File: src/shared/ppc_defines.svh
`ifndef PPC_DEFINES_SVH
`define PPC_DEFINES_SVH

// Register byte offsets on the APB side
`define PPC_OFS_SYS_OPT 8'h00
`define PPC_OFS_PULLUP 8'h04
`define PPC_OFS_SLEW 8'h08
`define PPC_OFS_DRIVE 8'h0c
`define PPC_OFS_STATUS 8'h10
`define PPC_OFS_FORCE_RST 8'h14

// Field positions
`define PPC_BIT_RST_PIN_EN 0
`define PPC_BIT_DBG_PIN_EN 1
`define PPC_BIT_FORCE_RST 0
`define PPC_BIT_BG_MODE 0
`define PPC_BIT_IN_RESET 1
`define PPC_LSB_DRIVEN 8
`define PPC_LSB_PULLED 16

// Reset values of the pad control registers
`define PPC_PULLUP_RST 6'h00
`define PPC_SLEW_RST 6'h10
`define PPC_DRIVE_RST 6'h00

// Timing counts in core_clk cycles
`define PPC_RST_HOLD_CYC 4'h8
`define PPC_DBG_BIT_CYC 5'h10

`endif

File: src/shared/ppc_pkg.sv
package ppc_pkg;

  // Who owns a shared pin
  typedef enum logic [3:0] {
    OWN_PORT, OWN_KBI, OWN_TIMER, OWN_CLK, OWN_DEBUG, OWN_MODE, OWN_IRQ, OWN_ANALOG, OWN_RESET
  } ppc_owner_t;

  // Internal reset sequencer
  typedef enum logic [1:0] {RS_POR, RS_FORCE, RS_EXT, RS_RUN} ppc_rst_state_t;

  // Requests from the port logic and the shared peripherals
  typedef struct packed {
    logic [5:0] port_dir;
    logic [5:0] port_out;
    logic [3:0] kbi_en;
    logic [3:0] kbi_rise;
    logic [1:0] tmr1_en;
    logic [1:0] tmr1_oe;
    logic [1:0] tmr1_out;
    logic [1:0] tclk_en;
    logic tmr2_cap_mode;
    logic tmr2_oe;
    logic tmr2_out;
    logic irq_en;
    logic irq_rise;
    logic [3:0] adc_en;
    logic [3:0] an2_en;
    logic dbg_oe;
    logic dbg_out;
  } ppc_periph_t;

  // Pad controls; oe_n low while the pad is driven
  typedef struct packed {
    logic [5:0] out;
    logic [5:0] oe_n;
    logic [5:0] pu;
    logic [5:0] pd;
    logic [5:0] slew;
    logic [5:0] drive;
    logic [5:0] analog;
  } ppc_pad_t;

  // Pin levels routed back to the functions; capture, interrupt and debug inputs only from a pin they own
  typedef struct packed {
    logic [5:0] port_in;
    logic [3:0] kbi_in;
    logic [1:0] tmr1_in;
    logic [1:0] tclk_in;
    logic tmr2_cap_in;
    logic irq_in;
    logic dbg_in;
    logic [3:0] adc_conn;
    logic [3:0] an2_conn;
  } ppc_route_t;

endpackage

File: src/hdl/ppc_pin_ctrl.sv
// The register offsets and the APB register port were left to the implementer.
`timescale 1ns/1ns
`include "ppc_defines.svh"

// How it works
// - After power-on into user mode the reset pin is a port input; option bit makes reset.
// - Reset pin enable stays set until next power-on; clearing it is ignored.
// - Shared pin as reset: external low level starts an internal reset.
// - Reset pin enable set forces the pull-up on that pin.
// - Power-on into background mode defaults the shared pin to reset input.
// - Timer 2 capture mode routes the shared pin to the capture input.
// - Debug pin is mode select during reset, debug line right after.
// - Mode pin sampled at reset release; high selects run mode.
// - Debug pin enable sets on every reset; cleared before other pin functions work.
// - Debug pin enable set forces the pull-up on the debug pin while it is not driven.
// - Debug bit time is sixteen core_clk cycles.
// - After reset all non-output-only pins are undriven inputs, pull-ups off except on an enabled reset pin.
// - Output-only pin after reset: disabled, low drive, slew limiting on.
// - Pull-up forced off whenever the pin is driven as output.
// - Pull-up forced off whenever an analog function owns the pin.
// - Rising-edge keyboard or interrupt detection turns enabled pull into pull-down.
// - Slew bit acts only while the pin is an output.
// - Drive select bit set gives high drive, clear gives low drive.
// - Pin ownership by fixed priority, port lowest, analog, reset or mode select highest.
// - Two analog modules enabled on one pin both connect to it.
// - Pull, slew, drive bits work apart from port data and direction.
module ppc_pin_ctrl (
  // Clock and power-on reset
  input wire logic core_clk,
  input wire logic rst_n,
  // APB slave
  input wire logic psel,
  input wire logic penable,
  input wire logic pwrite,
  input wire logic [7:0] paddr,
  input wire logic [31:0] pwdata,
  output logic [31:0] prdata,
  output logic pready,
  output logic pslverr,
  // Pads
  input wire logic [5:0] pad_in,
  output ppc_pkg::ppc_pad_t pad,
  // Peripheral side
  input wire ppc_pkg::ppc_periph_t periph,
  output ppc_pkg::ppc_route_t route,
  // System
  output logic sys_rst_n,
  output logic bg_mode,
  output logic dbg_bit_tick
);
  import ppc_pkg::*;

  ////////////////////////////////////////////////////////////////////////////
  // Declarations

  ppc_rst_state_t state_r;
  ppc_rst_state_t state_nxt;
  logic [3:0] cnt_r;
  logic [3:0] cnt_nxt;
  logic rst_pin_en_r;
  logic dbg_pin_en_r;
  logic bg_mode_r;
  logic [5:0] pullup_r;
  logic [5:0] slew_r;
  logic [5:0] drive_r;
  logic [3:0] bit_cnt_r;
  logic pready_r;
  logic pslverr_r;
  logic [31:0] prdata_r;
  logic sys_rst_n_r;
  logic dbg_bit_tick_r;
  ppc_pad_t pad_r;
  ppc_route_t route_r;

  ppc_owner_t own [6];
  logic [5:0] drv;
  logic [5:0] drv_val;
  logic [5:0] ana;
  logic [5:0] forced_pu;
  logic [5:0] rise;
  logic [5:0] pu_nxt;
  logic [5:0] pd_nxt;
  ppc_pad_t pad_nxt;
  ppc_route_t route_nxt;

  // Pull device from enable bit, forcing and overrides: {pulldown, pullup}
  function automatic logic [1:0] pull_of(input logic en_bit, input logic forced, input logic driven,
                                         input logic analog, input logic rising);
    logic en;
    en = (en_bit | forced) & ~driven & ~analog;
    pull_of = {en & rising & ~forced, en & ~(rising & ~forced)};
  endfunction

  ////////////////////////////////////////////////////////////////////////////
  // Internal reset sequencer

  wire in_reset = (state_r != RS_RUN);
  wire hold_done = (cnt_r == `PPC_RST_HOLD_CYC - 4'h1);
  wire mode_sampled = in_reset & hold_done;
  wire ext_rst_req = (own[5] == OWN_RESET) & ~pad_in[5];
  wire bus_wr = psel & penable & pready_r & pwrite & ~in_reset;
  wire force_req = bus_wr & (paddr == `PPC_OFS_FORCE_RST) & pwdata[`PPC_BIT_FORCE_RST];

  // A reset pin held low keeps restarting the hold count
  always_comb
  begin
    state_nxt = state_r;
    cnt_nxt = cnt_r;
    if (!in_reset)
    begin
      cnt_nxt = 4'h0;
      if (force_req)
        state_nxt = RS_FORCE;
      else if (ext_rst_req)
        state_nxt = RS_EXT;
    end
    else if (state_r == RS_EXT && ~pad_in[5])
      cnt_nxt = 4'h0;
    else if (hold_done)
    begin
      state_nxt = RS_RUN;
      cnt_nxt = 4'h0;
    end
    else
      cnt_nxt = cnt_r + 4'h1;
  end

  // Sequencer flops
  always_ff @(posedge core_clk or negedge rst_n)
  begin
    if (!rst_n)
    begin
      state_r <= RS_POR;
      cnt_r <= 4'h0;
      sys_rst_n_r <= 1'b0;
    end
    else
    begin
      state_r <= state_nxt;
      cnt_r <= cnt_nxt;
      sys_rst_n_r <= (state_nxt == RS_RUN);
    end
  end

  // Mode sampled at reset release; the reset pin can only reset into user mode
  always_ff @(posedge core_clk or negedge rst_n)
  begin
    if (!rst_n)
      bg_mode_r <= 1'b0;
    else if (mode_sampled)
      bg_mode_r <= (state_r != RS_EXT) & ~pad_in[4];
  end

  ////////////////////////////////////////////////////////////////////////////
  // Option bits

  // Only power-on clears the reset pin enable; software can only set it
  always_ff @(posedge core_clk or negedge rst_n)
  begin
    if (!rst_n)
      rst_pin_en_r <= 1'b0;
    else if (mode_sampled && state_r == RS_POR && ~pad_in[4])
      rst_pin_en_r <= 1'b1;
    else if (bus_wr && paddr == `PPC_OFS_SYS_OPT && pwdata[`PPC_BIT_RST_PIN_EN])
      rst_pin_en_r <= 1'b1;
  end

  // Debug pin enable comes back on with every reset of any kind
  always_ff @(posedge core_clk or negedge rst_n)
  begin
    if (!rst_n)
      dbg_pin_en_r <= 1'b1;
    else if (in_reset)
      dbg_pin_en_r <= 1'b1;
    else if (bus_wr && paddr == `PPC_OFS_SYS_OPT)
      dbg_pin_en_r <= pwdata[`PPC_BIT_DBG_PIN_EN];
  end

  ////////////////////////////////////////////////////////////////////////////
  // Pad control registers, bit n for pin n, apart from port data and direction

  wire wr_pullup = bus_wr & (paddr == `PPC_OFS_PULLUP);
  wire wr_slew = bus_wr & (paddr == `PPC_OFS_SLEW);
  wire wr_drive = bus_wr & (paddr == `PPC_OFS_DRIVE);

  // Any internal reset returns them to their defaults
  always_ff @(posedge core_clk or negedge rst_n)
  begin
    if (!rst_n)
    begin
      pullup_r <= `PPC_PULLUP_RST;
      slew_r <= `PPC_SLEW_RST;
      drive_r <= `PPC_DRIVE_RST;
    end
    else if (in_reset)
    begin
      pullup_r <= `PPC_PULLUP_RST;
      slew_r <= `PPC_SLEW_RST;
      drive_r <= `PPC_DRIVE_RST;
    end
    else
    begin
      if (wr_pullup)
        pullup_r <= pwdata[5:0];
      if (wr_slew)
        slew_r <= pwdata[5:0];
      if (wr_drive)
        drive_r <= pwdata[5:0];
    end
  end

  ////////////////////////////////////////////////////////////////////////////
  // Pin ownership by priority and what each owner does to the pad

  genvar gi;
  generate
    for (gi = 0; gi < 4; gi++)
    begin : g_low
      // Analog, then timer channel or clock, then keyboard, then port
      assign ana[gi] = periph.adc_en[gi] | periph.an2_en[gi];
      assign own[gi] = ana[gi] ? OWN_ANALOG :
                       (gi < 2 ? periph.tmr1_en[gi % 2] : periph.tclk_en[gi % 2]) ?
                       (gi < 2 ? OWN_TIMER : OWN_CLK) :
                       periph.kbi_en[gi] ? OWN_KBI : OWN_PORT;
      assign drv[gi] = (own[gi] == OWN_PORT && periph.port_dir[gi]) ||
                       (own[gi] == OWN_TIMER && periph.tmr1_oe[gi % 2]);
      assign drv_val[gi] = (own[gi] == OWN_TIMER) ? periph.tmr1_out[gi % 2] : periph.port_out[gi];
      assign forced_pu[gi] = 1'b0;
      assign rise[gi] = (own[gi] == OWN_KBI) & periph.kbi_rise[gi];
    end
  endgenerate

  // Output-only pin: mode select in reset, then debug, timer compare, port
  assign own[4] = in_reset ? OWN_MODE : dbg_pin_en_r ? OWN_DEBUG :
                  periph.tmr2_oe ? OWN_TIMER : OWN_PORT;
  assign drv[4] = (own[4] == OWN_PORT && periph.port_dir[4]) || own[4] == OWN_TIMER ||
                  (own[4] == OWN_DEBUG && periph.dbg_oe);
  assign drv_val[4] = (own[4] == OWN_DEBUG) ? periph.dbg_out :
                      (own[4] == OWN_TIMER) ? periph.tmr2_out : periph.port_out[4];
  assign forced_pu[4] = dbg_pin_en_r;
  assign rise[4] = 1'b0;
  assign ana[4] = 1'b0;

  // Input-only pin: reset, then interrupt, then timer capture, then port
  assign own[5] = rst_pin_en_r ? OWN_RESET : periph.irq_en ? OWN_IRQ :
                  periph.tmr2_cap_mode ? OWN_TIMER : OWN_PORT;
  assign drv[5] = 1'b0;
  assign drv_val[5] = 1'b0;
  assign forced_pu[5] = rst_pin_en_r;
  assign rise[5] = (own[5] == OWN_IRQ) & periph.irq_rise;
  assign ana[5] = 1'b0;

  generate
    for (gi = 0; gi < 6; gi++)
    begin : g_pull
      assign {pd_nxt[gi], pu_nxt[gi]} = pull_of(pullup_r[gi], forced_pu[gi], drv[gi], ana[gi], rise[gi]);
    end
  endgenerate

  // Slew and drive only mean anything on a driven pad
  assign pad_nxt.out = drv_val & drv;
  assign pad_nxt.oe_n = ~drv;
  assign pad_nxt.pu = pu_nxt;
  assign pad_nxt.pd = pd_nxt;
  assign pad_nxt.slew = slew_r & drv;
  assign pad_nxt.drive = drive_r & drv;
  assign pad_nxt.analog = ana;

  // Both analog modules see the pin at once, no arbitration between them
  assign route_nxt.port_in = pad_in;
  assign route_nxt.kbi_in = pad_in[3:0];
  assign route_nxt.tmr1_in = pad_in[1:0];
  assign route_nxt.tclk_in = pad_in[3:2];
  assign route_nxt.tmr2_cap_in = (own[5] == OWN_TIMER) & pad_in[5];
  assign route_nxt.irq_in = (own[5] == OWN_IRQ) & pad_in[5];
  assign route_nxt.dbg_in = (own[4] == OWN_DEBUG) ? pad_in[4] : 1'b1;
  assign route_nxt.adc_conn = periph.adc_en & ana[3:0];
  assign route_nxt.an2_conn = periph.an2_en & ana[3:0];

  // Registered pad and route outputs
  always_ff @(posedge core_clk or negedge rst_n)
  begin
    if (!rst_n)
    begin
      pad_r <= '{out: 6'h00, oe_n: 6'h3f, pu: 6'h00, pd: 6'h00, slew: 6'h00, drive: 6'h00, analog: 6'h00};
      route_r <= '0;
    end
    else
    begin
      pad_r <= pad_nxt;
      route_r <= route_nxt;
    end
  end

  ////////////////////////////////////////////////////////////////////////////
  // Debug bit-time base: one tick per bit while the debug line owns the pin

  always_ff @(posedge core_clk or negedge rst_n)
  begin
    if (!rst_n)
    begin
      bit_cnt_r <= 4'h0;
      dbg_bit_tick_r <= 1'b0;
    end
    else if (own[4] != OWN_DEBUG)
    begin
      bit_cnt_r <= 4'h0;
      dbg_bit_tick_r <= 1'b0;
    end
    else
    begin
      bit_cnt_r <= bit_cnt_r + 4'h1;
      dbg_bit_tick_r <= ({1'b0, bit_cnt_r} == `PPC_DBG_BIT_CYC - 5'h01);
    end
  end

  ////////////////////////////////////////////////////////////////////////////
  // APB slave; answer is prepared in the setup cycle so every output is a flop

  wire setup = psel & ~penable;
  wire hit_sys = (paddr == `PPC_OFS_SYS_OPT);
  wire hit_pu = (paddr == `PPC_OFS_PULLUP);
  wire hit_sl = (paddr == `PPC_OFS_SLEW);
  wire hit_dr = (paddr == `PPC_OFS_DRIVE);
  wire hit_st = (paddr == `PPC_OFS_STATUS);
  wire hit_fr = (paddr == `PPC_OFS_FORCE_RST);
  wire mapped = hit_sys | hit_pu | hit_sl | hit_dr | hit_st | hit_fr;
  wire [31:0] status_word = ({31'h0, bg_mode_r} << `PPC_BIT_BG_MODE) |
                            ({31'h0, in_reset} << `PPC_BIT_IN_RESET) |
                            ({26'h0, ~pad_r.oe_n} << `PPC_LSB_DRIVEN) |
                            ({26'h0, pad_r.pu | pad_r.pd} << `PPC_LSB_PULLED);
  wire [31:0] rd_word = hit_sys ? ({31'h0, rst_pin_en_r} << `PPC_BIT_RST_PIN_EN) |
                                  ({31'h0, dbg_pin_en_r} << `PPC_BIT_DBG_PIN_EN) :
                        hit_pu ? {26'h0, pullup_r} :
                        hit_sl ? {26'h0, slew_r} :
                        hit_dr ? {26'h0, drive_r} :
                        hit_st ? status_word : 32'h0;

  // Ready stands for exactly the access cycle that follows a setup
  always_ff @(posedge core_clk or negedge rst_n)
  begin
    if (!rst_n)
    begin
      pready_r <= 1'b0;
      pslverr_r <= 1'b0;
      prdata_r <= 32'h0;
    end
    else
    begin
      pready_r <= setup;
      pslverr_r <= setup & ~mapped;
      prdata_r <= (setup && !pwrite) ? rd_word : 32'h0;
    end
  end

  assign prdata = prdata_r;
  assign pready = pready_r;
  assign pslverr = pslverr_r;
  assign pad = pad_r;
  assign route = route_r;
  assign sys_rst_n = sys_rst_n_r;
  assign bg_mode = bg_mode_r;
  assign dbg_bit_tick = dbg_bit_tick_r;
endmodule

File: config.mk
export PLATFORM = sky130hd
export DESIGN_NAME = ppc_pin_ctrl
export DESIGN_NICKNAME = d
export VERILOG_FILES = /design/src/shared/ppc_pkg.sv /design/src/hdl/ppc_pin_ctrl.sv
export VERILOG_INCLUDE_DIRS = /design/src /design/src/shared
export SDC_FILE = /design/constraint.sdc
export NUM_CORES = 1
export LEC_CHECK = 0
export ABC_AREA = 1
export BUFFER_PORTS_ARGS = -buffer_cell sky130_fd_sc_hd__buf_2
export CORE_ASPECT_RATIO = 0.6
export CORE_MARGIN = 10
export CORE_UTILIZATION = 45
export CTS_CLUSTER_SIZE = 24
export DETAILED_ROUTE_END_ITERATION = 10
export PLACE_DENSITY = 0.75
export SKIP_CTS_REPAIR_TIMING = 1
export SYNTH_ARGS = -nofsm -noshare
export SYNTH_HDL_FRONTEND = slang
export SYNTH_SLANG_ARGS = --single-unit
File: constraint.sdc
create_clock -name core_clk -period 1.85 [get_ports core_clk]
set_input_delay 0.185 -clock core_clk [delete_from_list [all_inputs] [get_ports core_clk]]
set_output_delay 0.185 -clock core_clk [all_outputs]
set_load 0.05 [all_outputs]
; ---- Yosys cells after proc, flatten, opt, wreduce, memory -nomap -nowiden
; Cells that the tools add are included.
[totals]
mem_bits_rw = 0
memories = 0
mem_bits_ro = 0
ff_bits = 130
latchBits = 0
out_inout_bits = 104
[op_classes]
reduce_logical = 35
multipliers = 0
eq_ne = 25
bitwise_logic = 85
div_mod_pow = 0
n_addsub = 2
shifts = 0
order_cmp = 0
mux = 51
[op_table]
columns = operator, n
row1 = 22-bit two-way mux, 5
row2 = 1-bit bitwise AND, 42
row3 = 6-bit two-way mux, 6
row4 = 32-bit two-way mux, 1
row5 = 2-bit two-way mux, 11
row6 = 14-bit by 22-bit bitwise OR with 22-bit output, 1
row7 = 3-bit two-way mux, 7
row8 = 4-bit logical NOT, 5
row9 = 4-bit two-way mux, 5
row10 = 1-bit NOT, 20
row11 = "8-bit by 4-bit equality test with 1-bit output, second input constant", 2
row12 = "8-bit by 5-bit equality test with 1-bit output, second input constant", 2
row13 = 1-bit logical AND, 16
row14 = 1-bit two-way mux, 16
row15 = "3-bit by 2-bit equality test with 1-bit output, second input constant", 5
row16 = 2-bit by 14-bit bitwise OR with 14-bit output, 1
row17 = 6-bit by 5-bit bitwise AND with 6-bit output, 2
row18 = "3-bit by 1-bit equality test with 1-bit output, second input constant", 4
row19 = 1-bit bitwise OR, 11
row20 = 2-bit nonzero test, 5
row21 = "4-bit by 1-bit adder with 4-bit output, second input constant", 2
row22 = 4-bit bitwise AND, 2
row23 = "4-bit by 3-bit equality test with 1-bit output, second input constant", 2
row24 = "4-bit equality test, second input constant", 2
row25 = other kinds (15), 23

; ---- Logic depth before layout (Yosys ltp)
; Gate-level depths: netlist of run 1.
[depth]
depth_word = 10
depth_mapped = 9
depth_no_buf = 9

; ---- Least setup slack after synthesis of run 1
; OpenSTA, ideal clock, no wires.
[synth_timing]
path_type = register to register
startpoint = register pready_r (netlist: pready)
endpoint = register drive_r[1]
setup_slack_ns = 0.278
t_arrival_ns = 1.453
stages_incl_launch_ff = 9
cell_sequence = dfrtp_1 -> inv_1 -> nor2_1 -> nand3_4 -> nor2_1 -> nor2_1 -> buf_6 -> nand2_1 -> o21ai_2
[synth_via]
elab_chain_cells = 5
[synth_rtl]
columns = element, line
row1 = "start, declared", ppc_pin_ctrl.sv:67  ; logic pready_r;
row2 = "start signal, assigned", ppc_pin_ctrl.sv:350  ; pready_r <= setup;
row3 = 1-bit bitwise AND (3 in a row), ppc_pin_ctrl.sv:101  ; wire bus_wr = psel & penable & pready_r & pwrite & ~in_reset;
row4 = 1-bit bitwise AND, ppc_pin_ctrl.sv:184  ; wire wr_drive = bus_wr & (paddr == `PPC_OFS_DRIVE);
row5 = 2-bit nonzero test (no line), n/a
row6 = "end signal, assigned", ppc_pin_ctrl.sv:193  ; drive_r <= `PPC_DRIVE_RST;
row7 = "end signal, assigned", ppc_pin_ctrl.sv:199  ; drive_r <= `PPC_DRIVE_RST;
row8 = "end signal, assigned", ppc_pin_ctrl.sv:208  ; drive_r <= pwdata[5:0];
row9 = "end, declared", ppc_pin_ctrl.sv:65  ; logic [5:0] drive_r;
; Every way passes these cells.
; A chain may end at the register's enable or synchronous reset.

; ---- Worst setup path after layout of run 1
[layout_timing]
startpoint = register state_r[1]
endpoint = register drive_r[4]
[layout_via]
elab_chain_cells = 5
elab_cells_between_ends = 6
classes_between = eq/ne: 1 / mux: 1 / bitwise: 3 / reduce/logical: 1
[layout_rtl]
columns = element, line
row1 = "start, declared", ppc_pin_ctrl.sv:56  ; ppc_rst_state_t state_r;
row2 = "start signal, assigned", ppc_pin_ctrl.sv:139  ; state_r <= state_nxt;
row3 = 2-bit != test (*), ppc_pin_ctrl.sv:97  ; wire in_reset = (state_r != RS_RUN);
row4 = 1-bit NOT, ppc_pin_ctrl.sv:101
row5 = 1-bit bitwise AND, ppc_pin_ctrl.sv:101
row6 = 1-bit bitwise AND, ppc_pin_ctrl.sv:184
row7 = 2-bit nonzero test (no line), n/a
; Every way passes the cells marked *; elsewhere a longest branch is shown, timed or not.

==> results of run 1 <==
-- cells in the final DEF, fill, tap and decap left out, types with 3 or more instances in the layout --
| master | instances |
|---|---|
| sky130_fd_sc_hd__a21oi_1 | 19 |
| sky130_fd_sc_hd__nand4_1 | 4 |
| sky130_fd_sc_hd__nor2_2 | 4 |
| sky130_fd_sc_hd__clkbuf_16 | 9 |
| sky130_fd_sc_hd__conb_1 | 22 |
| sky130_fd_sc_hd__dlygate4sd3_1 | 14 |
| sky130_fd_sc_hd__o21ai_2 | 13 |
| sky130_fd_sc_hd__nand2_1 | 54 |
| sky130_fd_sc_hd__nand3_1 | 30 |
| sky130_fd_sc_hd__dfstp_2 | 7 |
| sky130_fd_sc_hd__buf_4 | 12 |
| sky130_fd_sc_hd__dfrtp_1 | 97 |
| sky130_fd_sc_hd__inv_1 | 60 |
| sky130_fd_sc_hd__nor2_4 | 3 |
| sky130_fd_sc_hd__nor2_1 | 70 |
| sky130_fd_sc_hd__buf_2 | 146 |
| sky130_fd_sc_hd__a31oi_1 | 4 |
| sky130_fd_sc_hd__o21ai_0 | 21 |
-- critical path, stage by stage, from the launching register on --
cell	delay (ns)
sky130_fd_sc_hd__dfrtp_1	0.42
sky130_fd_sc_hd__nand2_4	0.06
sky130_fd_sc_hd__buf_4	0.17
sky130_fd_sc_hd__nor2_2	0.53
sky130_fd_sc_hd__nand2_1	0.15
sky130_fd_sc_hd__o21ai_2	0.09
-- power by group through the flow --
stage               sequential (W)  combinational (W)  clock, W
floorplan                  0.00273           0.000559         0
finish                     0.00251            0.00104   0.00176
detailed placement         0.00255            0.00101         0
global route               0.00253            0.00113   0.00191
global placement           0.00255           0.000991         0
CTS                        0.00251            0.00101   0.00181
-- sequential cells by signal, indices dropped and copies added (netlist names) --
signal	count
bg_mode	1
bit_cnt_r	4
cnt_r	4
dbg_bit_tick	1
dbg_pin_en_r	1
drive_r	6
pad	35
prdata	17
pready	1
pslverr	1
pullup_r	6
route	17
rst_pin_en_r	1
slew_r	6
state_r	2
sys_rst_n	1
-- logic make-up (layout without fill, tap and decap cells) --
family | Yosys count | after routing | synth area share
simple gates | 172 | 172 | 0.1761
xor+xnor | 2 | 2 | 0.004075
flops | 104 | 104 | 0.6074
compound gates | 60 | 60 | 0.08411
fa+ha+maj | 2 | 2 | 0.005820
buf+inv | 104 | 251 | 0.1208
other cells | 2 | 22 | 0.001747
-- layer usage --
metal | wire length (um) | track usage | share of wire
met5 | 0 | 0 | 0
met4 | 55 | 0.03317 | 0.0048
met3 | 1162 | 0.07073 | 0.10
met2 | 4968 | 0.2402 | 0.43
met1 | 5365 | 0.2169 | 0.46
-- layout make-up --
type                            instances  area (um^2)
Clock inverter                          4        28.78
Fill cell                             818         3747
Clock buffer                           12        246.5
Inverter                               62        232.7
Sequential cell                       104         2611
Tap cell                              130        162.7
Timing Repair Buffer                  173        980.9
Multi-Input combinational cell        258         1246
-- how the worst max path moves through the flow --
stage | start | to | cells after the start
6_report | state_r[1]$_DFF_PN0_ | drive_r[4]$_DFFE_PN0P_ | 5
2_1_floorplan | pready$_DFF_PN0_ | drive_r[1]$_DFFE_PN0P_ | 8
4_1_cts | state_r[1]$_DFF_PN0_ | drive_r[4]$_DFFE_PN0P_ | 7
3_5_place_dp | state_r[1]$_DFF_PN0_ | drive_r[4]$_DFFE_PN0P_ | 7
3_3_place_gp | state_r[1]$_DFF_PN0_ | drive_r[2]$_DFFE_PN0P_ | 5
5_1_grt | periph[6] | pad[24]$_DFF_PN0_ | 10
-- metrics by stage --
| step | hold WS [ns] | worst slack (ns) | util | instances | cell area, um^2 |
|---|---|---|---|---|---|
| CTS | -0.3187 | 0.03109 | 0.5798 | 729 | 5366 |
| finish | 0.005841 | 0.3596 | 0.5952 | 743 | 5509 |
| detailed placement | 0.05512 | 0.05146 | 0.5500 | 713 | 5091 |
| global route | 0.006896 | 0.1344 | 0.5952 | 743 | 5509 |
| global placement | 0.05220 | 0.1185 | 0.5500 | 713 | 5091 |
| floorplan | -0.1106 | 0.2781 | - | 466 | 4374 |
==> metrics.yaml, run 1 <==
fin_skew_ns: 0.002971
rsz0062_at_grt: "no"
numCtsBuffers: 9
grt_antenna_before_repair: 1
startpoint_type: "register"
route.detailed.vias_per_inst: 4.585
clock_sinks: 104
r2r_end: "drive_r[4]$_DFFE_PN0P_"
run_status: "finished, final reports clean"
syn_avg_cell_area_um2: 9.639
synth_seq_cells: 104
finalNetCount: 704
final_layout_size_suffix_gt1_frac: 0.3344
first_pass_iters: 5
ys_async_sr_fraction: 1.000
cellLeakagePower_nw: 2.909
synth_area_leaders: "sky130_fd_sc_hd__dfrtp_1 (56%), sky130_fd_sc_hd__nor2_1 (6.2%), sky130_fd_sc_hd__buf_4 (5.2%), sky130_fd_sc_hd__inv_1 (5.2%), sky130_fd_sc_hd__nand2_1 (4.7%)"
internal_power_w: 0.003646
critical_path_required_ns: 2.12
power_frac_comb: 0.195
grt_first_pass_wirelength_um: 18240
synth-edff-count: 0
cts.htree.levels: 3
synthesis.area_mm2: 0.004299
worst_setup_path_end_kind: "register"
synthDominantCellAreaShare: 0.5646
count_of_buffers_inserted_at_the_top_level_ports: 147
cts-root-buf: "sky130_fd_sc_hd__clkbuf_16"
fin_crit_sh: 0.8056
p_clk_frac: 0.331
num_rows: 27
p_sw_w: 0.001660
peakVddDrop_uv: 476.7
worst_ep_arrival_time_ns: 1.76
finalSetupViolCount: 0
worst_pin_slew_ns: 0.6475
timing.reg2reg.worst_path_depth: 5
cts_buffer_depth: 2
seq_area_frac_synth: 0.6074
holdCritStartpoint: "pad_in[5]"
post_synthesis_cells: 446
tritoncts_clock_tree: "yes"
synth.largest_area_cell: "sky130_fd_sc_hd__dfrtp_1"
place_hpwl_um: 8852
worst_hold_path_cell_count: 1
drc: 0
drt_iter0_drc: 153
cts.clk_slew.worst_paths_ns: 0.06
effective_utilization_at_floorplan: 0.4644
power-per-cell-area_mw_per_mm2: 963.1
syn_to_final_growth_pct: 28.14
final_hold_viol_count: 0
min_to: "route[24]$_DFF_PN0_"
synth.yosys.warnings: 0
fmax_ghz: 0.6709
insertion_delay_ns: 0.34
floorplan.die.height_um: 95.71
timing.final.crit_period_ns: 1.490
post_layout_power_w: 0.005306
wl_per_cell_um: 15.55
io_pins: 198
maximum_number_of_pins_on_one_net_before_global_route_repair: 63
gp_routability_congestion: 0.8865
number_of_global_route_vias_before_repair: 3513
maximum_fanout_along_the_worst_path: 12
design.core.area_mm2: 0.009256
reg2reg_slack_ns: 0.36
p_sw_frac: 0.3128
dieArea_mm2: 0.01399
timing_worst_setup_path_type: "reg -> reg"
ys.flop_type: "sky130_fd_sc_hd__dfrtp_1"
globalRouteTotalUtil: 0.1618
synthTopCellsByCount: "sky130_fd_sc_hd__dfrtp_1 (97), sky130_fd_sc_hd__nor2_1 (71), sky130_fd_sc_hd__inv_1 (60)"
antenna_cells_inserted: 0
routed-via-count: 3407
slew_headroom: 0.5646
hp-class: "in -> reg"
timing.rr.start: "state_r[1]$_DFF_PN0_"
drt_wl_total_um: 11550
final.setup.tns_ns: 0
route.antenna.remaining_nets: 0
dieWidth_um: 146.2
maxCapViolCount: 0
grt_overflow: 0
sequentialPowerShare: 0.474
yosysMostFrequentCell: "sky130_fd_sc_hd__dfrtp_1"
ys_types: 29
timing_max_transition_violations_final: 0
No activity file was read; power rests on OpenSTA's default activity.
==> inputs of run 2 (changes only) <==
- clock period: 1.85 -> 1.4 ns (I/O delays scaled with it)
==> metrics.yaml, run 2 (synthesis results as in run 1) <==
final_layout_size_suffix_gt1_frac: 0.3613  # +0.02691
critical_path_required_ns: 1.65  # -0.47 ns
fmax_ghz: 0.7443  # +11%
route.detailed.vias_per_inst: 4.677  # +2.0%
insertion_delay_ns: 0.34  # about the same
globalRouteTotalUtil: 0.1651  # +0.003297
detailed_place.area_mm2: 0.005210  # +2.3%
maximum_fanout_along_the_worst_path: 4  # -8
syn_to_final_growth_pct: 34.28
grt_antenna_before_repair: 0  # -1
power-per-cell-area_mw_per_mm2: 1245  # +29%
dieArea_mm2: 0.01399  # unchanged
p_clk_frac: 0.322  # -0.009
worst_setup_path_end_kind: "register"
power_frac_comb: 0.215  # +0.020
antenna_cells_inserted: 0  # unchanged
floorplan.die.height_um: 95.71  # unchanged
wl_per_cell_um: 16.04  # +3.1%
timing_max_transition_violations_final: 0  # unchanged
peakVddDrop_uv: 594.0  # +25%
timing_worst_setup_path_type: "reg -> reg"
first_pass_iters: 4  # -1
numCtsBuffers: 9  # unchanged
timing.final.crit_period_ns: 1.344  # -0.1469 ns
layout.cells.most_common: "sky130_fd_sc_hd__buf_2"
maxCapViolCount: 0  # unchanged
drt_wl_total_um: 12200  # +5.6%
finalNetCount: 723  # +2.7%
tritoncts_clock_tree: "yes"
crit_chain: "nand2_4, inv_2, nand3_4, buf_4, nor2_1, a21oi_1, o21ai_0"
mostFrequentLayoutCells: "sky130_fd_sc_hd__buf_2 (146), sky130_fd_sc_hd__dfrtp_1 (96), sky130_fd_sc_hd__nor2_1 (68)"
cts.htree.levels: 3  # unchanged
num_rows: 27  # unchanged
placement.setup.worst_slack_ns: -0.2998  # -0.3513 ns
dieWidth_um: 146.2  # unchanged
run_status: "finished, final reports clean"
cell_with_the_largest_stage_delay_on_the_worst_path: "sky130_fd_sc_hd__dfrtp_1"
post-route-util: 0.6237  # +0.02852
grt_overflow: 0  # unchanged
count_of_buffers_inserted_at_the_top_level_ports: 147  # unchanged
p_sw_w: 0.002237  # +35%
layout.filler_cells: 804  # -1.7%
clock_sinks: 104  # unchanged
cts-root-buf: "sky130_fd_sc_hd__clkbuf_16"
effective_utilization_at_floorplan: 0.4644  # unchanged
routed-via-count: 3559  # +4.5%
cp.buffers_inverters: 2  # +1
design.core.area_mm2: 0.009256  # unchanged
io_pins: 198  # unchanged
cts_buffer_depth: 2  # unchanged
multi_input_comb_area_mm2: 0.001313  # +5.3%
worst_ep_arrival_time_ns: 1.60  # -0.16 ns
finalSetupViolCount: 0  # unchanged
drt_iter0_drc: 183  # +20%
fin_ws_ns: 0.05648  # -0.3031 ns
number_of_global_route_vias_before_repair: 3530  # +0.48%
drc: 0  # unchanged
layout.cell_area.non_filler_mm2: 0.005773  # +4.8%
place_hpwl_um: 9308  # +5.1%
hp-class: "in -> reg"
gp_routability_congestion: 0.8769  # -1.1%
p_sw_frac: 0.3111  # -0.001676
crit_path_max_incr_delay_ns: 0.41  # -0.12 ns
timing.critical_path.max_delay_family: "flip-flops"
rsz0062_at_grt: "no"
final_hold_viol_count: 0  # unchanged
grt_first_pass_wirelength_um: 18460  # +1.2%
route.antenna.remaining_nets: 0  # unchanged
fin_skew_ns: 0.006473  # +0.003502 ns
startpoint_type: "register"
cts.clk_slew.worst_paths_ns: 0.06  # about the same
maximum_number_of_pins_on_one_net_before_global_route_repair: 31  # -51%
fin_crit_sh: 0.9597  # +0.1540
hold_slack_ns: 0.003065  # -0.002776 ns
cellLeakagePower_nw: 3.018  # +3.8%
sequentialPowerShare: 0.464  # -0.010
internal_power_w: 0.004952  # +36%
sequential_cell_area_mm2: 0.002613  # about the same
largest_register_ffs: 35  # unchanged
==> run 2: worst paths after layout <==
kind                                   startpoint                       end  slack [ns]  cells past startpoint
setup / recovery             state_r[0]$_DFF_PN0_  dbg_pin_en_r$_DFFE_PN1P_        0.06                      7
hold / removal                         periph[30]         pad[27]$_DFF_PN0_       0.003                      2
setup reg to reg             state_r[0]$_DFF_PN0_  dbg_pin_en_r$_DFFE_PN1P_        0.06                      7
hold reg to reg            bit_cnt_r[0]$_DFF_PN0_    bit_cnt_r[0]$_DFF_PN0_        0.47                      1
max in group asynchronous                   rst_n  dbg_pin_en_r$_DFFE_PN1P_        0.55                      3
min in group asynchronous                   rst_n        route[5]$_DFF_PN0_        0.28                      2
==> run 2: layout make-up <==
type | count | share of cell area
clock buffers | 12 | 0.04443
repair buffers | 192 | 0.2042
inverters | 62 | 0.04031
well taps | 130 | 0.02818
flip-flops and latches | 104 | 0.4525
clock inverters | 3 | 0.003034
multi-input cells | 258 | 0.2274
==> run 2: metrics by stage <==
step	power [W]	setup TNS, ns	std cells
2_1_floorplan	0.004346	0	466
3_3_place_gp	0.004716	-1.053	725
3_5_place_dp	0.004761	-2.292	725
6_report	0.007189	0	761
5_1_grt	0.007523	0	761
4_1_cts	0.007102	-1.861	740
==> run 2: power groups by stage <==
stage	combinational, W	clock, W	sequential, W
floorplan	0.000739	0	0.00361
global placement	0.00134	0	0.00337
detailed placement	0.00138	0	0.00338
CTS	0.00138	0.00239	0.00333
global route	0.00167	0.00250	0.00335
finish	0.00154	0.00231	0.00333
==> run 2: per-layer routing <==
metal	vias to the layer above	track usage	share of wire
met5	-	0	0
met4	0	0.03234	0.0069
met3	10	0.06511	0.10
met2	156	0.2587	0.46
met1	1688	0.2158	0.43
li1	1705	-	-
==> inputs of run 3 (changes only) <==
- CORE_ASPECT_RATIO: 0.6 -> not set
==> metrics.yaml, run 3 (synthesis results as in run 1) <==
route.antenna.remaining_nets: 0  # unchanged
syn_to_final_growth_pct: 31.49
final_layout_size_suffix_gt1_frac: 0.3491  # -0.01220
dieWidth_um: 117.7  # -19%
num_rows: 35  # +30%
cts.clk_slew.worst_paths_ns: 0.10  # +0.04 ns
cts-root-buf: "sky130_fd_sc_hd__clkbuf_8"
io_pins: 198  # unchanged
numCtsBuffers: 9  # unchanged
first_pass_iters: 4  # unchanged
worst_setup_path_end_kind: "register"
dieArea_mm2: 0.01386  # -0.92%
grt_overflow: 0  # unchanged
power-per-cell-area_mw_per_mm2: 1187  # -4.7%
fin_skew_ns: 0.008863  # +0.002390 ns
maximum_fanout_along_the_worst_path: 5  # +1
drt_wl_total_um: 11040  # -9.5%
route.detailed.vias_per_inst: 4.625  # -1.1%
crit_path_max_incr_delay_ns: 0.38  # -0.03 ns
tritoncts_clock_tree: "yes"
wl_per_cell_um: 14.49  # -9.6%
number_of_global_route_vias_before_repair: 3528  # -0.057%
p_clk_frac: 0.292  # -0.030
post-route-util: 0.6089  # -0.01479
cell_with_the_largest_stage_delay_on_the_worst_path: "sky130_fd_sc_hd__dfrtp_2"
crit_chain: "inv_1, nor2_2, nand3_4, nor2_1, nor2_2, buf_4, nand2_1, o21ai_2"
internal_power_w: 0.004488  # -9.4%
grt_antenna_before_repair: 1  # +1
antenna_cells_inserted: 0  # unchanged
routed-via-count: 3524  # -0.98%
effective_utilization_at_floorplan: 0.4631  # -0.001377
power_frac_comb: 0.214  # about the same
count_of_buffers_inserted_at_the_top_level_ports: 147  # unchanged
design.core.area_mm2: 0.009284  # +0.30%
place_hpwl_um: 8499  # -8.7%
cpMostUsedCell: "sky130_fd_sc_hd__nor2_2"
p_sw_w: 0.002220  # -0.74%
cellLeakagePower_nw: 2.985  # -1.1%
drt_iter0_drc: 204  # +11%
cts.htree.levels: 3  # unchanged
cts_buffer_depth: 2  # unchanged
maxCapViolCount: 0  # unchanged
sequentialPowerShare: 0.495  # +0.031
peakVddDrop_uv: 553.6  # -6.8%
fmax_ghz: 0.7567  # +1.7%
timing.final.crit_period_ns: 1.322  # -0.02199 ns
mostFrequentLayoutCells: "sky130_fd_sc_hd__buf_2 (146), sky130_fd_sc_hd__dfrtp_1 (95), sky130_fd_sc_hd__nor2_1 (69)"
finalNetCount: 724  # +0.14%
gp_routability_congestion: 0.9095  # +3.7%
run_status: "finished, final reports clean"
timing.critical_path.max_delay_family: "simple AND/OR/NAND/NOR gates"
finalSetupViolCount: 0  # unchanged
timing_worst_setup_path_type: "reg -> reg"
globalRouteTotalUtil: 0.1525  # -0.01263
p_sw_frac: 0.3310  # +0.01986
floorplan.die.height_um: 117.7  # +23%
timing_max_transition_violations_final: 0  # unchanged
fin_crit_sh: 0.9439  # -0.01571
layout.cells.most_common: "sky130_fd_sc_hd__buf_2"
post_layout_power_w: 0.006708  # -6.7%
cp.buffers_inverters: 2  # unchanged
startpoint_type: "register"
grt_first_pass_wirelength_um: 17470  # -5.3%
drc: 0  # unchanged
critical_path_required_ns: 1.65  # about the same
final_hold_viol_count: 0  # unchanged
maximum_number_of_pins_on_one_net_before_global_route_repair: 35  # +13%
hp-class: "in -> reg"
clock_sinks: 104  # unchanged
largest_register_ffs: 35  # unchanged
insertion_delay_ns: 0.36  # +0.02 ns
worst_ep_arrival_time_ns: 1.57  # -0.03 ns
-- run 3: layout make-up --
cell class | count | area (um^2)
clock buffer | 9 | 123.9
clock inverter | 7 | 90.09
fill | 765 | 3631
inverter | 62 | 235.2
multi-input combinational | 258 | 1254
sequential | 104 | 2614
tap | 129 | 161.4
timing repair buffer | 193 | 1175
-- run 3: stage by stage --
| step | worst slack [ns] | std cells | area (um^2) | hold WS [ns] | setup TNS [ns] |
|---|---|---|---|---|---|
| 3_3_place_gp | 0.1228 | 721 | 5174 | 0.05833 | 0 |
| 6_report | 0.07847 | 762 | 5653 | 0.01195 | 0 |
| 2_1_floorplan | 0.02233 | 466 | 4378 | -0.1556 | 0 |
| 5_1_grt | -0.02251 | 762 | 5653 | 0.01385 | -0.03323 |
| 3_5_place_dp | 0.06497 | 721 | 5174 | 0.06074 | 0 |
| 4_1_cts | 0.04981 | 737 | 5388 | -0.3476 | 0 |
-- run 3: tightest hold or removal path, delay by kind of cell --
family	cells	cell delay [ns]
buffers and inverters	1	0.09
and+or+nand+nor	1	0.05
AOI/OAI and AO/OA	1	0.05
-- run 3: worst paths after layout --
path,from,endpoint,slack [ns],cells after the start
max,pready$_DFF_PN0_,drive_r[0]$_DFFE_PN0P_,0.08,8
min,periph[17],pad[36]$_DFF_PN0_,0.01,3
max reg2reg,pready$_DFF_PN0_,drive_r[0]$_DFFE_PN0P_,0.08,8
min reg2reg,bit_cnt_r[0]$_DFF_PN0_,bit_cnt_r[0]$_DFF_PN0_,0.47,1
max in group asynchronous,rst_n,pad[34]$_DFF_PN1_,0.59,3
min in group asynchronous,rst_n,route[6]$_DFF_PN0_,0.21,2
-- run 3: routing by layer --
| layer | GRT usage | up-vias | routed length, um |
|---|---|---|---|
| met1 | 0.1843 | 1649 | 4690 |
| met2 | 0.2458 | 153 | 5310 |
| met4 | 0.05255 | 2 | 167 |
| met3 | 0.05516 | 13 | 861 |
| li1 | - | 1707 | - |
| met5 | 0 | - | 13 |
-- run 3: power by group through the flow --
stage               clock network, W  registers, W  logic (W)
global placement                   0       0.00337    0.00134
floorplan                          0       0.00361   0.000739
global route                 0.00215       0.00334    0.00156
CTS                          0.00203       0.00331    0.00137
finish                       0.00196       0.00332    0.00143
detailed placement                 0       0.00337    0.00136
